### src/rwdt_pkg.sv
package rwdt_pkg;
  // ****************************************
  // register map
  // ****************************************
  localparam logic [7:0] RWDT_MODE_OFS = 8'h00;
  localparam logic [7:0] RWDT_CMD_OFS = 8'h04;
  localparam logic [7:0] RWDT_STAT_OFS = 8'h08;
  localparam logic [7:0] RWDT_MASK_OFS = 8'h0c;
  // mode fields
  localparam int RWDT_EN_BIT = 7;
  localparam int RWDT_SEL_LSB = 5;
  localparam int RWDT_I2RUN_BIT = 3;
  localparam int RWDT_RCON_BIT = 2;
  localparam logic RWDT_EN_RST = 1'b1;
  localparam logic [1:0] RWDT_SEL_RST = 2'h0;
  localparam logic RWDT_I2RUN_RST = 1'b0;
  localparam logic RWDT_RCON_RST = 1'b0;
  // command codes
  localparam logic [7:0] RWDT_CODE_CLEAR = 8'h4e;
  localparam logic [7:0] RWDT_CODE_DISABLE = 8'hb1;
  // status bits
  localparam int RWDT_ST_OVF = 0;
  localparam int RWDT_ST_RST = 1;
  localparam logic [1:0] RWDT_STAT_RST = 2'h0;
  localparam logic [1:0] RWDT_MASK_RST = 2'h0;
  // ****************************************
  // counter and reset timing
  // ****************************************
  localparam int RWDT_CNT_W = 22;
  localparam int RWDT_TAP_BASE = 15;
  localparam int RWDT_TAP_STEP = 2;
  localparam int RWDT_RST_MIN_STATES = 22;
  localparam int RWDT_RST_MAX_STATES = 29;
  localparam logic [4:0] RWDT_RST_LEN = 5'(RWDT_RST_MIN_STATES);
endpackage

### src/rwdt_core_if.sv
`timescale 1ns/1ps
`default_nettype none
// control side to counter core
interface rwdt_core_if;
  logic run;
  logic clr;
  logic rst_en;
  logic [1:0] sel;
  logic ovf;
  logic rst_active;
  logic [21:0] count;
  modport core (input run, clr, rst_en, sel, output ovf, rst_active, count);
  modport ctrl (output run, clr, rst_en, sel, input ovf, rst_active, count);
endinterface
`default_nettype wire

### src/rwdt_counter.sv
`timescale 1ns/1ps
`default_nettype none
module rwdt_counter
  import rwdt_pkg::*;
(
  // clock and reset
  input wire logic pclk,
  input wire logic presetn,
  // control side
  rwdt_core_if.core cif
);
  // ****************************************
  // binary counter
  // ****************************************
  logic [RWDT_CNT_W-1:0] cnt_r;
  logic [RWDT_CNT_W-1:0] tap_mask;
  logic [4:0] rst_cnt_r;
  logic [4:0] rst_len_seen_r;

  // tap mask: all bits below the selected tap
  always_comb
  begin
    tap_mask = (RWDT_CNT_W'(1) << (RWDT_TAP_BASE + RWDT_TAP_STEP * int'(cif.sel)))
      - RWDT_CNT_W'(1);
  end

  always_ff @(posedge pclk or negedge presetn)
  begin
    if (!presetn)
      cnt_r <= '0;
    else if (cif.clr)
      cnt_r <= '0;
    else if (cif.run)
      cnt_r <= cnt_r + RWDT_CNT_W'(1);
  end

  // overflow is the carry into the selected tap
  assign cif.ovf = cif.run && !cif.clr && ((cnt_r & tap_mask) == tap_mask);
  assign cif.count = cnt_r;

  // reset stretch, restarted by each connected overflow
  always_ff @(posedge pclk or negedge presetn)
  begin
    if (!presetn)
      rst_cnt_r <= '0;
    else if (cif.ovf && cif.rst_en)
      rst_cnt_r <= RWDT_RST_LEN;
    else if (rst_cnt_r != 5'h00)
      rst_cnt_r <= rst_cnt_r - 5'h01;
  end
  assign cif.rst_active = (rst_cnt_r != 5'h00);

  // length of the current reset pulse, for checking only
  always_ff @(posedge pclk or negedge presetn)
  begin
    if (!presetn)
      rst_len_seen_r <= '0;
    else if (cif.rst_active)
      rst_len_seen_r <= rst_len_seen_r + 5'h01;
    else
      rst_len_seen_r <= '0;
  end
endmodule
`default_nettype wire

### src/rwdt_top.sv
// The APB interface to the registers and the register addresses were chosen for this implementation.
`timescale 1ns/1ps
`default_nettype none
module rwdt_top
  import rwdt_pkg::*;
#(
  parameter int ADDR_W = 8
)
(
  // clock and reset
  input wire logic pclk,
  input wire logic presetn,
  // apb slave
  input wire logic psel,
  input wire logic penable,
  input wire logic pwrite,
  input wire logic [ADDR_W-1:0] paddr,
  input wire logic [31:0] pwdata,
  output logic [31:0] prdata,
  output logic pready,
  output logic pslverr,
  // low-power state pins
  input wire logic lp_idle1_stop,
  input wire logic lp_idle2,
  // watchdog outputs
  output logic watchdog_overflow_irq,
  output logic wdt_out,
  output logic wdt_reset,
  output logic irq
);
  import rwdt_pkg::*;

  // ****************************************
  // state
  // ****************************************
  logic [1:0] lp_meta_r;
  logic [1:0] lp_sync_r;
  logic mode_en_r;
  logic [1:0] detection_time_select_r;
  logic idle2_run_bit_r;
  logic reset_connect_bit_r;
  logic disabled_r;
  logic [1:0] status_r;
  logic [1:0] status_nxt;
  logic [1:0] mask_r;
  logic [31:0] prdata_r;
  logic pready_r;
  logic pslverr_r;
  logic nmi_r;
  logic wdt_out_r;
  logic wdt_reset_r;
  logic irq_r;
  logic acc_done;
  logic wr_done;
  logic rd_done;
  logic mapped;
  logic halt;
  logic [7:0] wbyte;
  logic [31:0] rd_mux;
  rwdt_core_if cif ();

  // ****************************************
  // pin synchronisers
  // ****************************************
  // two flops per low-power pin, first flop read only by the second
  generate
    for (genvar i = 0; i < 2; i++)
    begin : g_sync
      always_ff @(posedge pclk or negedge presetn)
      begin
        if (!presetn)
        begin
          lp_meta_r[i] <= 1'b0;
          lp_sync_r[i] <= 1'b0;
        end
        else
        begin
          lp_meta_r[i] <= (i == 0) ? lp_idle1_stop : lp_idle2;
          lp_sync_r[i] <= lp_meta_r[i];
        end
      end
    end
  endgenerate

  // ****************************************
  // apb decode
  // ****************************************
  // one wait state: pready rises in the second access cycle
  assign acc_done = psel && penable && pready_r;
  assign wr_done = acc_done && pwrite;
  assign rd_done = acc_done && !pwrite;
  assign wbyte = pwdata[7:0];

  // address decode, unmapped answers with an error
  always_comb
  begin
    mapped = 1'b1;
    rd_mux = 32'h0000_0000;
    case (paddr)
      ADDR_W'(RWDT_MODE_OFS):
      begin
        rd_mux[RWDT_EN_BIT] = mode_en_r;
        rd_mux[RWDT_SEL_LSB +: 2] = detection_time_select_r;
        rd_mux[RWDT_I2RUN_BIT] = idle2_run_bit_r;
        rd_mux[RWDT_RCON_BIT] = reset_connect_bit_r;
      end
      ADDR_W'(RWDT_CMD_OFS):
        rd_mux = 32'h0000_0000; // write-only, reads zero
      ADDR_W'(RWDT_STAT_OFS):
        rd_mux[1:0] = status_r;
      ADDR_W'(RWDT_MASK_OFS):
        rd_mux[1:0] = mask_r;
      default:
        mapped = 1'b0;
    endcase
  end

  // bus answer registers
  always_ff @(posedge pclk or negedge presetn)
  begin
    if (!presetn)
    begin
      pready_r <= 1'b0;
      pslverr_r <= 1'b0;
      prdata_r <= '0;
    end
    else if (psel && penable && !pready_r)
    begin
      pready_r <= 1'b1;
      pslverr_r <= !mapped;
      prdata_r <= pwrite ? 32'h0000_0000 : rd_mux;
    end
    else
    begin
      pready_r <= 1'b0;
      pslverr_r <= 1'b0;
      prdata_r <= '0;
    end
  end

  // ****************************************
  // mode register
  // ****************************************
  // reset values of mode fields
  always_ff @(posedge pclk or negedge presetn)
  begin
    if (!presetn)
    begin
      mode_en_r <= RWDT_EN_RST;
      detection_time_select_r <= RWDT_SEL_RST;
      idle2_run_bit_r <= RWDT_I2RUN_RST;
      reset_connect_bit_r <= RWDT_RCON_RST;
    end
    else if (wr_done && paddr == ADDR_W'(RWDT_MODE_OFS))
    begin
      mode_en_r <= wbyte[RWDT_EN_BIT];
      detection_time_select_r <= wbyte[RWDT_SEL_LSB +: 2];
      idle2_run_bit_r <= wbyte[RWDT_I2RUN_BIT];
      reset_connect_bit_r <= wbyte[RWDT_RCON_BIT];
    end
  end

  // ****************************************
  // enable / disable sequence
  // ****************************************
  // disable only after enable bit already cleared
  // enable bit written as one re-enables at once
  always_ff @(posedge pclk or negedge presetn)
  begin
    if (!presetn)
      disabled_r <= 1'b0;
    else if (wr_done && paddr == ADDR_W'(RWDT_MODE_OFS) && wbyte[RWDT_EN_BIT])
      disabled_r <= 1'b0;
    else if (wr_done && paddr == ADDR_W'(RWDT_CMD_OFS) && wbyte == RWDT_CODE_DISABLE
             && !mode_en_r)
      disabled_r <= 1'b1;
  end

  // ****************************************
  // counter control
  // ****************************************
  // idle1/stop halts; idle2 follows run bit
  // bus release has no input here, so counting goes on
  assign halt = lp_sync_r[0] || (lp_sync_r[1] && !idle2_run_bit_r);
  // disabled state stops the counter, so no overflow
  assign cif.run = !disabled_r && !halt;
  // only the clear code clears; codes other than clear and disable do nothing
  assign cif.clr = wr_done && paddr == ADDR_W'(RWDT_CMD_OFS) && wbyte == RWDT_CODE_CLEAR;
  assign cif.sel = detection_time_select_r;
  assign cif.rst_en = reset_connect_bit_r;

  rwdt_counter u_counter (
    .pclk(pclk),
    .presetn(presetn),
    .cif(cif)
  );

  // ****************************************
  // watchdog outputs
  // ****************************************
  // overflow gives a one-cycle non-maskable request and out pulse
  always_ff @(posedge pclk or negedge presetn)
  begin
    if (!presetn)
    begin
      nmi_r <= 1'b0;
      wdt_out_r <= 1'b0;
      wdt_reset_r <= 1'b0;
    end
    else
    begin
      nmi_r <= cif.ovf;
      wdt_out_r <= cif.ovf;
      wdt_reset_r <= cif.rst_active;
    end
  end

  // ****************************************
  // status, mask and interrupt
  // ****************************************
  // sticky events; a new event beats the clear-on-read
  // only the bits captured for the read are cleared, so an event that lands
  // between capture and completion is not lost
  always_comb
  begin
    status_nxt = status_r;
    if (rd_done && paddr == ADDR_W'(RWDT_STAT_OFS))
      status_nxt = status_r & ~prdata_r[1:0];
    if (cif.ovf)
      status_nxt[RWDT_ST_OVF] = 1'b1;
    if (cif.ovf && cif.rst_en)
      status_nxt[RWDT_ST_RST] = 1'b1;
  end

  always_ff @(posedge pclk or negedge presetn)
  begin
    if (!presetn)
      status_r <= RWDT_STAT_RST;
    else
      status_r <= status_nxt;
  end

  always_ff @(posedge pclk or negedge presetn)
  begin
    if (!presetn)
      mask_r <= RWDT_MASK_RST;
    else if (wr_done && paddr == ADDR_W'(RWDT_MASK_OFS))
      mask_r <= wbyte[1:0];
  end

  // level interrupt, one cycle behind status
  always_ff @(posedge pclk or negedge presetn)
  begin
    if (!presetn)
      irq_r <= 1'b0;
    else
      irq_r <= |(status_r & mask_r);
  end

  assign prdata = prdata_r;
  assign pready = pready_r;
  assign pslverr = pslverr_r;
  assign watchdog_overflow_irq = nmi_r;
  assign wdt_out = wdt_out_r;
  assign wdt_reset = wdt_reset_r;
  assign irq = irq_r;
endmodule
`default_nettype wire

### config.mk
export PLATFORM = sky130hd
export DESIGN_NAME = rwdt_top
export DESIGN_NICKNAME = d
export VERILOG_FILES = /design/src/rwdt_pkg.sv /design/src/rwdt_core_if.sv /design/src/rwdt_counter.sv /design/src/rwdt_top.sv
export SDC_FILE = /design/constraint.sdc
export NUM_CORES = 1
export LEC_CHECK = 0
export BUFFER_PORTS_ARGS = -buffer_cell sky130_fd_sc_hd__buf_2
export CORE_UTILIZATION = 30
export DETAILED_ROUTE_END_ITERATION = 8
export PLACE_DENSITY = 0.63
export SLEW_MARGIN = 20
export SYNTH_ARGS = -nofsm -noshare
export SYNTH_HDL_FRONTEND = slang
export SYNTH_SLANG_ARGS = --single-unit
### constraint.sdc
create_clock -name pclk -period 2.1 [get_ports pclk]
set_clock_uncertainty 0.1 [all_clocks]
set_input_delay 0.105 -clock pclk [delete_from_list [all_inputs] [get_ports pclk]]
set_output_delay 0.105 -clock pclk [all_outputs]
set_load 0.05 [all_outputs]
==> results of run 1 <==
## layout make-up
cell class	count	share of cell area, %
clock buffers	5	2.11
clock inverters	3	0.769
inverters	9	1.04
multi-input cells	192	39.1
flip-flops and latches	52	40.0
well taps	108	4.15
repair buffers	63	12.8
## Yosys cell counts (6+ instances only)
| cell | n | area share, % |
|---|---|---|
| nand3_1 | 10 | 1.9 |
| or4_1 | 6 | 1.7 |
| o31ai_1 | 9 | 2.5 |
| nand4_1 | 8 | 1.9 |
| a21oi_1 | 14 | 2.6 |
| mux2_2 | 6 | 2.5 |
| inv_1 | 9 | 1.3 |
| nor2_1 | 18 | 2.5 |
| dfrtp_1 | 51 | 48 |
| o21ai_0 | 13 | 2.4 |
| buf_4 | 26 | 7.3 |
| nand2_1 | 14 | 2.0 |
| xor2_1 | 7 | 2.3 |
## tightest hold or removal path, cell delays in order
cell and delay (ns):
buf_2 0.09, nor2_1 0.05, a21oi_1 0.14
## power groups by stage
stage,combinational [mW],sequential [mW],clock [mW]
floorplan,0.259,1.14,0
global placement,0.322,1.14,0
detailed placement,0.331,1.15,0
global route,0.413,1.14,0.666
finish,0.369,1.13,0.606
CTS,0.359,1.13,0.630
## how the worst min path moves through the flow
| stage | from | end | slack (ns) | cells after the start |
|---|---|---|---|---|
| floorplan | presetn | cif.rst_en | -0.29 | 0 |
| global placement | presetn | wdt_reset | -0.03 | 1 |
| detailed placement | presetn | wdt_reset | -0.02 | 1 |
| CTS | paddr[6] | pslverr | 0.02 | 3 |
| global route | paddr[6] | pslverr | 0.07 | 3 |
| finish | paddr[6] | pslverr | 0.02 | 3 |
## what timing repair did
item / 4_1_cts / 5_1_grt
setup endpoints to repair: 6 / 14
endpoints found under the hold margin: 28 / 0
pin swaps: 2 / 5
setup buffers: 0 / 4
resized for setup: 5 / 12
hold buffers: 11 / 0
gates cloned: 0 / 1
## registers in the layout, indices dropped and copies added (netlist names)
register,count
wdt_reset,1
prdata,7
idle2_run_bit_r,1
cif.sel,2
disabled_r,1
wdt_out,1
irq,1
pslverr,1
lp_sync_r,2
pready,1
mode_en_r,1
u_counter.cif.count,21
lp_meta_r,2
u_counter.rst_cnt_r,5
mask_r,2
cif.rst_en,1
status_r,2
## kinds of logic (layout without fill, tap and decap cells)
family	count (synthesis)	count (layout)
AOI/OAI and AO/OA	44	44
xor gates and xnor gates	10	10
adders and majority gates	5	5
buffers and inverters	42	80
DFF	52	52
muxes	10	10
other	1	25
and+or+nand+nor	97	98
## metal layers
layer | share of wire (%) | GRT usage [%]
met5 | 0 | 0
met4 | 0.94 | 2.99
met3 | 3.7 | 2.61
met2 | 48 | 21.3
met1 | 47 | 15.4
## through the flow
step	setup slack (ns)	hold WS [ns]	cells
5_1_grt	-0.0182	0.0672	432
4_1_cts	0.00783	0.0182	427
3_5_place_dp	-0.144	-0.0233	408
3_3_place_gp	-0.126	-0.0271	408
6_report	0.0263	0.0176	432
2_1_floorplan	0.0117	-0.291	285
==> tab_implementation.tex, run 1 <==
\begin{tabular}{lr}
\hline
Metric & Value \\
\hline
\multicolumn{2}{l}{\textbf{Clocking}} \\
Number of buffers created by CTS & 5 \\
CTS tree & yes \\
Source-to-sink clock delay at the later pin of the worst-skew pair & 0.31 ns \\
Maximum buffer depth of the clock tree & 2 \\
Clock edge transition at the registers on the reported setup and hold paths & $\sim$0.1 ns \\
TritonCTS Sinks & 52 \\
Cell at the root of the clock tree & clkbuf\_8 \\
Number of H-tree branching levels & 2 \\
\multicolumn{2}{l}{\textbf{Timing}} \\
Crit path time final & 2.07 ns \\
Slew at the pin closest to its max-slew limit & about 0.56 ns \\
Total negative setup slack & 0 ns \\
Fraction of the cycle the final worst path needs & 98.7\% \\
Final number of max-transition violations & 0 \\
Final-report hold violation count & 0 \\
Remaining max-slew budget at the tightest pin & 62.5\% \\
Finish-stage setup viols & 0 \\
Timing-limited maximum frequency & 0.482 GHz \\
\multicolumn{2}{l}{\textbf{Power}} \\
Combinational cell fraction of total power & 17.6\% \\
P\_leak & between 1 and 1.5 nW \\
Psw & 665 uW \\
Sequential fraction of design power & 53.6\% \\
PD cells & 646 nW/um\^{}2 \\
Internal power & 1.44 mW \\
Peak supply drop & 0.000295 V \\
PnR Total Power & $\sim$2.1 mW \\
Net switching fraction of the power & 31.6\% \\
Clk pwr share & 28.8\% \\
\multicolumn{2}{l}{\textbf{Yosys}} \\
Syn. warnings & 0 \\
Post-synth EDFFs & 0 \\
Synthesized-area fraction occupied by adder cells & around 2.3\% \\
Post-synthesis instance total & 261 \\
Number of synthesized register bits & 52 \\
Synthesized-area fraction occupied by ao, oa, aoi and oai cells & 10.0\% \\
Most instantiated flip-flop cell in the synthesis netlist & dfrtp\_1 \\
Multiplexer area fraction after synthesis & about 4.0\% \\
Fraction of synthesis flops using an asynchronous set or reset pin & 100\% \\
XOR/XNOR share of the synthesized area & 3.29\% \\
Sequential area share after synthesis & 48.9\% \\
Average cell area after synthesis & 10.2 um\^{}2 \\
Count of distinct cell types in the synthesized netlist & 46 \\
Simple-gate share of the synthesized area & between 20\% and 30\% \\
Combinational family with the most area after synthesis & simple AND/OR/NAND/NOR gates \\
Cell area after synthesis & 2670 um\^{}2 \\
\multicolumn{2}{l}{\textbf{Cells and area}} \\
Seq. cell area & 1300 um\^{}2 \\
Post-layout instance area & roughly 3300 um\^{}2 \\
Ant. Diodes & 0 \\
Most common cell after layout, fill and taps aside & dfrtp\_1 \\
Final cell utilization of the core & 37.5\% \\
Share of layout cells above drive strength 1 & around 26\% \\
Final-stage net count & 375 \\
Multi-input combinational cell area & $\sim$1300 um\^{}2 \\
Top library cells by usage in the layout, fill and taps aside & dfrtp\_1, buf\_2, conb\_1 \\
Layout area overhead & 22.1\% \\
Filler Cell Count & 865 \\
\multicolumn{2}{l}{\textbf{Critical path}} \\
Reg2reg start & cif.sel[1] \\
Data arrival time of the critical path & 2.19 ns \\
Crit path largest cell delay & about 0.41 ns \\
Crit. End Element & register \\
Startpoint of the worst setup timing path & cif.sel[1] \\
Reg2Reg Capture Point & u\_counter.rst\_cnt\_r[0] \\
Crit Path Category & reg -> reg \\
Cell family with most CP delay & compound AO/OA/AOI/OAI gates \\
Reg2reg path depth & 9 \\
Stages on the worst setup path & 9 \\
Setup slack of the most critical reg-to-reg path & 0.03 ns \\
Critical Path Most Common Cell & buf\_4 \\
Type of element launching the critical path & register \\
Crit path max-delay cell type & dfrtp\_1 \\
Buf+Inv Stages, Crit Path & 3 \\
Required @ worst endpoint & about 2.2 ns \\
Capture point of the critical path & u\_counter.rst\_cnt\_r[0] \\
Worst-path maximum fanout & 6 \\
Worst-path cell chain & buf\_6, nand2b\_4, ha\_4, nor2b\_4, a2111oi\_4, buf\_4, nand4\_1, buf\_4, o21a\_1 \\
\multicolumn{2}{l}{\textbf{GRT}} \\
Total global routing track utilization & between 10 and 15\% \\
Number of global-route vias before repair & 1937 \\
Pin count of the biggest net entering global routing & 22 \\
Total congestion overflow after global routing & 0 \\
First-pass GRT wire length & about 9 mm \\
Number of antenna violations at the first check in global routing & 0 \\
\multicolumn{2}{l}{\textbf{Status}} \\
Result of the run & completed \\
\multicolumn{2}{l}{\textbf{Job}} \\
Max cap viols & 0 \\
\multicolumn{2}{l}{\textbf{Floorplanning}} \\
Chip Height & 96.3 um \\
Chip Width & 96.3 um \\
Number of rows in the core area & 34 \\
Area of the core & 8680 um\^{}2 \\
Initial cell density of the core & 30.7\% \\
I/O pin total & 85 \\
Total die area & 9260 um\^{}2 \\
\multicolumn{2}{l}{\textbf{Routing}} \\
WL final & 5.54 mm \\
Routed Antenna Nets & 0 \\
Detailed-route DRC error count & 0 \\
Vias after detailed routing & 2081 \\
Average wire per cell in the routed design & 12.8 um \\
Iteration-0 DRC count of the detailed router & 99 \\
Number of vias per cell & 4.82 \\
Router iterations before antenna repair & 4 \\
\multicolumn{2}{l}{\textbf{Hold path}} \\
Hold Crit Class & in -> reg \\
\multicolumn{2}{l}{\textbf{Place}} \\
Number of input and output port buffers inserted & 35 \\
Gp weighted congestion & 0.817 \\
DP Wirelength & 3.91 mm \\
Cell area after placement & 2930 um\^{}2 \\
\hline
\end{tabular}
Power figures use the tool's default switching activity.
==> run 2: changes to the inputs <==
--- a/config.mk
+++ b/config.mk
@@ -5,10 +5,11 @@
 export SDC_FILE = /design/constraint.sdc
 export NUM_CORES = 1
 export LEC_CHECK = 0
+export ABC_AREA = 1
 export BUFFER_PORTS_ARGS = -buffer_cell sky130_fd_sc_hd__buf_2
 export CORE_UTILIZATION = 30
 export DETAILED_ROUTE_END_ITERATION = 8
-export PLACE_DENSITY = 0.63
+export PLACE_DENSITY = 0.62
 export SLEW_MARGIN = 20
 export SYNTH_ARGS = -nofsm -noshare
 export SYNTH_HDL_FRONTEND = slang
==> run 2 against run 1 <==
Against the previous run:
- the flow now finishes with violations (DRC)
- sequential share of layout area decreased by 0.26 points
- area after synthesis increased by 6.7%
- synthesized cell count increased by 35%
- count of clock-buffer cells in the layout unchanged
- combinational power decreased by 47%
- critical path type is now in -> reg
==> tab_implementation.tex, run 2 <==
\begin{tabular}{lr}
\hline
Metric & Value \\
\hline
\multicolumn{2}{l}{\textbf{Power}} \\
P\_leak & 1.68 nW \\
Internal power & 1.29 mW \\
Net switching fraction of the power & 28.9\% \\
Combinational cell fraction of total power & 10.7\% \\
Psw & roughly 530 uW \\
Sequential fraction of design power & 55.6\% \\
Peak supply drop & roughly 0.00028 V \\
PD cells & 555 nW/um\^{}2 \\
Clk pwr share & 33.6\% \\
\multicolumn{2}{l}{\textbf{Floorplanning}} \\
Chip Width & slightly below 100 um \\
Chip Height & slightly below 100 um \\
Initial cell density of the core & 30.9\% \\
I/O pin total & between 80 and 90 \\
Area of the core & 9200 um\^{}2 \\
Total die area & slightly below 10000 um\^{}2 \\
Number of rows in the core area & 35 \\
\multicolumn{2}{l}{\textbf{Yosys}} \\
Most instantiated flip-flop cell in the synthesis netlist & dfrtp\_1 \\
Leading cell types by count after synthesis & nand2\_1, dfrtp\_1, inv\_1 \\
Syn. warnings & 0 \\
Average cell area after synthesis & 8.08 um\^{}2 \\
Leading cell type by number of instances after synthesis & nand2\_1 \\
Synthesized-area fraction occupied by adder cells & around 2.2\% \\
Post-synthesis instance total & 352 \\
Synthesized-area fraction occupied by ao, oa, aoi and oai cells & 6.42\% \\
Count of distinct cell types in the synthesized netlist & 30 \\
Combinational family with the most area after synthesis & simple AND/OR/NAND/NOR gates \\
Simple-gate share of the synthesized area & around 30\% \\
Cell type contributing the most total cell area after synthesis & dfrtp\_1 \\
Fraction of synthesis flops using an asynchronous set or reset pin & 100\% \\
Post-synth EDFFs & 0 \\
Top cells by area, synth & dfrtp\_1, nand2\_1, buf\_4 \\
Cell area after synthesis & 2840 um\^{}2 \\
XOR/XNOR share of the synthesized area & under 10\% \\
Number of synthesized register bits & 52 \\
Yosys top cell area share & 44.9\% \\
Multiplexer area fraction after synthesis & 0\% \\
Sequential area share after synthesis & 45.8\% \\
\multicolumn{2}{l}{\textbf{Timing}} \\
Crit path time final & 1.87 ns \\
Timing-limited maximum frequency & 0.535 GHz \\
Finish-stage setup viols & 0 \\
WHS & 0.0594 ns \\
Final number of max-transition violations & 0 \\
Final-report hold violation count & 0 \\
Setup repair after global routing missed its margin & false \\
Fraction of the cycle the final worst path needs & 89.0\% \\
Total negative setup slack & 0 ns \\
\multicolumn{2}{l}{\textbf{Cells and area}} \\
Ant. Diodes & 0 \\
Share of layout cells above drive strength 1 & 18.8\% \\
Final-stage net count & 456 \\
Top library cells by usage in the layout, fill and taps aside & nand2\_1, dfrtp\_1, inv\_1 \\
Flip-flop count of the largest register after layout & 21 \\
Final cell utilization of the core & 35.6\% \\
Layout area overhead & 15.2\% \\
Most common cell after layout, fill and taps aside & nand2\_1 \\
\multicolumn{2}{l}{\textbf{Status}} \\
Result of the run & finished, violations left \\
Violated checks & DRC \\
\multicolumn{2}{l}{\textbf{Hold path}} \\
Hold Crit Class & in -> reg \\
\multicolumn{2}{l}{\textbf{Routing}} \\
Iteration-0 DRC count of the detailed router & 89 \\
WL final & $\sim$5.7 mm \\
Routed Antenna Nets & 0 \\
Vias after detailed routing & 2275 \\
Average wire per cell in the routed design & about 11 um \\
Number of vias per cell & 4.41 \\
Detailed-route DRC error count & 2 \\
Router iterations before antenna repair & 6 \\
\multicolumn{2}{l}{\textbf{Job}} \\
Max cap viols & 0 \\
\multicolumn{2}{l}{\textbf{GRT}} \\
First-pass GRT wire length & just under 10 mm \\
Total global routing track utilization & about an eighth \\
Number of antenna violations at the first check in global routing & 0 \\
Number of global-route vias before repair & 2110 \\
Total congestion overflow after global routing & 0 \\
Pin count of the biggest net entering global routing & 24 \\
\multicolumn{2}{l}{\textbf{Place}} \\
Gp weighted congestion & about 0.83 \\
DP Wirelength & 4.34 mm \\
Number of input and output port buffers inserted & 35 \\
\multicolumn{2}{l}{\textbf{Clocking}} \\
Number of buffers created by CTS & 5 \\
Cell at the root of the clock tree & clkbuf\_8 \\
Post-CTS setup buffer count & 0 \\
Source-to-sink clock delay at the later pin of the worst-skew pair & 0.31 ns \\
Number of H-tree branching levels & 2 \\
Clock edge transition at the registers on the reported setup and hold paths & approximately 0.11 ns \\
TritonCTS Sinks & 52 \\
CTS tree & yes \\
Maximum buffer depth of the clock tree & 2 \\
\multicolumn{2}{l}{\textbf{Critical path}} \\
Required @ worst endpoint & roughly 2.2 ns \\
Crit Path Category & in -> reg \\
Data arrival time of the critical path & about 2.0 ns \\
Crit. End Element & register \\
Worst-path maximum fanout & 7 \\
Type of element launching the critical path & primary input \\
\hline
\end{tabular}
## run 2: repair_timing
action	4_1_cts	5_1_grt
resized for setup	0	1
endpoints found under the setup margin	0	1
hold buffers	12	0
hold endpoints to repair	38	0
## run 2: area by class of cell
class,count,area (um^2)
Clock buffer,5,68.8
Clock inverter,3,27.5
Tap cell,111,139
Multi-Input combinational cell,251,1250
Timing Repair Buffer,50,318
Inverter,44,165
Fill cell,958,5920
Sequential cell,52,1300
## run 2: logic make-up (layout without fill, tap and decap cells)
| family | after synthesis | in the layout |
|---|---|---|
| other | 1 | 25 |
| buffers and inverters | 73 | 102 |
| DFF | 52 | 52 |
| xor gates and xnor gates | 6 | 6 |
| AOI/OAI and AO/OA | 35 | 35 |
| and+or+nand+nor | 180 | 180 |
| adders and majority gates | 5 | 5 |
## run 2: worst max-delay path, cell delays in order
cell	delay (ns)
dlygate4sd3_1	0.51
buf_2	0.10
nand2_1	0.04
dlygate4sd3_1	0.54
nor2_1	0.17
nand2_1	0.24
nor3b_1	0.28
## run 2: worst paths after layout
kind                       cells after the start         start                       to  slack (ns)
setup / recovery                               7       penable                prdata[2]        0.23
max in group asynchronous                      3       presetn  u_counter.cif.count[20]        1.14
hold / removal                                 5        pwrite              status_r[0]        0.06
min in group asynchronous                      2       presetn   u_counter.cif.count[9]        0.13
setup reg to reg                              10    cif.sel[0]   u_counter.rst_cnt_r[0]        0.32
hold reg to reg                                0  lp_meta_r[1]             lp_sync_r[1]        0.26
## run 2: routing by layer
metal	share of wire [%]	track usage, %
met1	47	15.3
met2	48	21.1
met3	4.2	2.88
met4	1.1	3.17
met5	0	0
## run 2: metrics by stage
step	power [mW]	worst slack [ns]	cell area, um^2	std cells
6_report	1.82	0.231	3280	516
3_5_place_dp	1.21	0.325	3050	496
5_1_grt	1.90	0.0658	3280	516
4_1_cts	1.84	0.152	3270	516
3_3_place_gp	1.21	0.318	3050	496
2_1_floorplan	1.19	0.403	2930	376
## run 2: power groups by stage
stage | Combinational, mW | Clock [mW] | Sequential (mW)
after floorplan | 0.155 | 0 | 1.04
after global placement | 0.178 | 0 | 1.03
after detailed placement | 0.180 | 0 | 1.03
after CTS | 0.197 | 0.636 | 1.01
after global routing | 0.212 | 0.676 | 1.01
final | 0.195 | 0.612 | 1.01
==> run 3: changes to the inputs <==
--- a/config.mk
+++ b/config.mk
@@ -7,9 +7,9 @@
 export LEC_CHECK = 0
 export ABC_AREA = 1
 export BUFFER_PORTS_ARGS = -buffer_cell sky130_fd_sc_hd__buf_2
-export CORE_UTILIZATION = 30
+export CORE_UTILIZATION = 47
 export DETAILED_ROUTE_END_ITERATION = 8
-export PLACE_DENSITY = 0.62
+export PLACE_DENSITY = 0.86
 export SLEW_MARGIN = 20
 export SYNTH_ARGS = -nofsm -noshare
 export SYNTH_HDL_FRONTEND = slang
==> run 3 against run 2 <==
Against the previous run:
- the run now ends clean
- sequential share of layout area up 0.60 points
- first-iteration DRC count up 100%
- setup slack worse by 0.012 ns
- sequential power about the same
- final cell count down 8.3%
- critical endpoint unchanged
- largest cell class unchanged
- highest routed layer unchanged
==> tab_implementation.tex, run 3 (same netlist as run 2, synthesis figures left out) <==
\begin{tabular}{lr}
\hline
Metric & Value \\
\hline
\multicolumn{2}{l}{\textbf{Floorplanning}} \\
I/O pin total & 85 \\
Number of rows in the core area & 27 \\
Area of the core & 5680 um\^{}2 \\
Initial cell density of the core & approximately half \\
Chip Height & 79.8 um \\
Chip Width & 79.8 um \\
Total die area & about 6400 um\^{}2 \\
\multicolumn{2}{l}{\textbf{Timing}} \\
Final Worst Setup Slack & 0.219 ns \\
Finish-stage setup viols & 0 \\
Final-report hold violation count & 0 \\
Crit path time final & 1.88 ns \\
Timing-limited maximum frequency & about 0.53 GHz \\
Fraction of the cycle the final worst path needs & about nine tenths \\
Total negative setup slack & 0 ns \\
Final number of max-transition violations & 0 \\
Setup repair after global routing missed its margin & false \\
\multicolumn{2}{l}{\textbf{Cells and area}} \\
Filler Cell Count & 501 \\
Multi-input combinational cell area & 1250 um\^{}2 \\
Flip-flop count of the largest register after layout & 21 \\
Seq. cell area & approximately 1300 um\^{}2 \\
Top library cells by usage in the layout, fill and taps aside & nand2\_1, dfrtp\_1, inv\_1 \\
Most common cell after layout, fill and taps aside & nand2\_1 \\
Share of layout cells above drive strength 1 & 18.5\% \\
Layout area overhead & 13.5\% \\
Final-stage net count & 452 \\
Ant. Diodes & 0 \\
\multicolumn{2}{l}{\textbf{Clocking}} \\
TritonCTS Sinks & 52 \\
Source-to-sink clock delay at the later pin of the worst-skew pair & a little over 0.3 ns \\
Number of buffers created by CTS & 5 \\
CTS tree & yes \\
Maximum buffer depth of the clock tree & 2 \\
Number of H-tree branching levels & 2 \\
Cell at the root of the clock tree & clkbuf\_8 \\
Cts repair resizes & 0 \\
Clock edge transition at the registers on the reported setup and hold paths & 0.09 ns \\
Post-CTS setup buffer count & 0 \\
\multicolumn{2}{l}{\textbf{GRT}} \\
Number of antenna violations at the first check in global routing & 0 \\
Total congestion overflow after global routing & 0 \\
First-pass GRT wire length & roughly 10 mm \\
Number of global-route vias before repair & 2356 \\
Pin count of the biggest net entering global routing & 53 \\
Total global routing track utilization & 20.5\% \\
\multicolumn{2}{l}{\textbf{Routing}} \\
Number of vias per cell & 4.93 \\
WL final & roughly 5.8 mm \\
Detailed-route DRC error count & 0 \\
Iteration-0 DRC count of the detailed router & between 150 and 200 \\
Average wire per cell in the routed design & about 12 um \\
Router iterations before antenna repair & 4 \\
Vias after detailed routing & $\sim$2300 \\
Routed Antenna Nets & 0 \\
\multicolumn{2}{l}{\textbf{Power}} \\
Peak supply drop & 0.000493 V \\
PnR Total Power & 1.94 mW \\
PD cells & 602 nW/um\^{}2 \\
P\_leak & between 1.5 and 2 nW \\
\multicolumn{2}{l}{\textbf{Critical path}} \\
Reg2reg start & cif.sel[1] \\
Reg2reg path depth & 10 \\
Data arrival time of the critical path & 2.00 ns \\
Crit Path Category & in -> reg \\
Crit path max-delay cell type & dlygate4sd3\_1 \\
Worst-path maximum fanout & 7 \\
Crit. End Element & register \\
Required @ worst endpoint & 2.22 ns \\
Startpoint of the worst setup timing path & penable \\
Worst-path cell chain & dlygate4sd3\_1, buf\_2, nand2\_1, dlygate4sd3\_1, nor2\_1, nand2\_1, nor3b\_1 \\
Type of element launching the critical path & primary input \\
Reg2Reg Capture Point & u\_counter.rst\_cnt\_r[0] \\
Crit path largest cell delay & 0.56 ns \\
Setup slack of the most critical reg-to-reg path & between 0.2 and 0.3 ns \\
\multicolumn{2}{l}{\textbf{Hold path}} \\
Min-Delay Path Depth & 3 \\
Hold Crit Class & in -> reg \\
Min-delay src & pwdata[1] \\
Hold Path Sink & mask\_r[1] \\
\multicolumn{2}{l}{\textbf{Place}} \\
Worst Setup Slack post-DPL & just over 0.3 ns \\
Number of input and output port buffers inserted & 35 \\
DP Wirelength & 4.40 mm \\
Gp weighted congestion & 0.855 \\
\multicolumn{2}{l}{\textbf{Job}} \\
Max cap viols & 0 \\
\multicolumn{2}{l}{\textbf{Status}} \\
Result of the run & completed \\
\hline
\end{tabular}
run 3: cell types whose count changed in the layout (fill, tap and decap cells not counted):
cell / delta
buf_12: +1
buf_4: -2
bufinv_16: +1
clkbuf_8: +2
clkinv_4: -1
clkinvlp_4: -1
dlygate4sd3_1: -3
inv_8: -1
nor3_1: +1
nor3_2: -1
run 3: timing repair:
item	CTS	global route
setup endpoints to repair	0	0
hold buffers	9	0
endpoints found under the hold margin	59	0
run 3: final cells by class:
type                    count  share of cell area, %
inverters                  44                   5.12
clock inverters             1                  0.931
multi-input cells         251                   38.7
flip-flops and latches     52                   40.4
clock buffers               7                   2.99
repair buffers             46                   9.07
well taps                  72                   2.79
run 3: how the worst max path moves through the flow:
stage | slack, ns | endpoint | cells after the start
finish | 0.22 | prdata[2] | 7
global route | 0.12 | u_counter.rst_cnt_r[0] | 10
CTS | 0.27 | u_counter.rst_cnt_r[0] | 10
detailed placement | 0.30 | u_counter.rst_cnt_r[0] | 10
global placement | 0.36 | u_counter.rst_cnt_r[3] | 10
floorplan | 0.40 | u_counter.cif.count[13] | 8
run 3: worst max-delay path, delay by kind of cell:
kind,cells,cell delay (ns)
buffers and inverters,3,1.24
and+or+nand+nor,4,0.66
run 3: per-layer routing:
layer / vias to the layer above / track usage, % / wire (um)
met5: - / 0 / 0
met4: 0 / 9.29 / 204
met3: 17 / 4.00 / 251
met2: 65 / 37.4 / 3020
met1: 1088 / 23.1 / 2330
li1: 1163 / - / -
run 3: stage by stage:
| step | area (um^2) | instances | hold slack, ns | util, % |
|---|---|---|---|---|
| 6_report | 3230 | 473 | 0.00491 | 56.9 |
| 5_1_grt | 3230 | 473 | 0.00991 | 56.9 |
| 4_1_cts | 3230 | 473 | 0.000542 | 56.9 |
| 3_5_place_dp | 3010 | 456 | 0.0181 | 53.0 |
| 3_3_place_gp | 3010 | 456 | 0.0141 | 53.0 |
| 2_1_floorplan | 2930 | 376 | -0.291 | - |
run 3: power by group:
part	switching, mW	total, mW	internal, mW
registers	0.00337	1.01	1.01
logic	0.157	0.195	0.0379
clock network	0.316	0.736	0.420
total	0.477	1.94	1.47
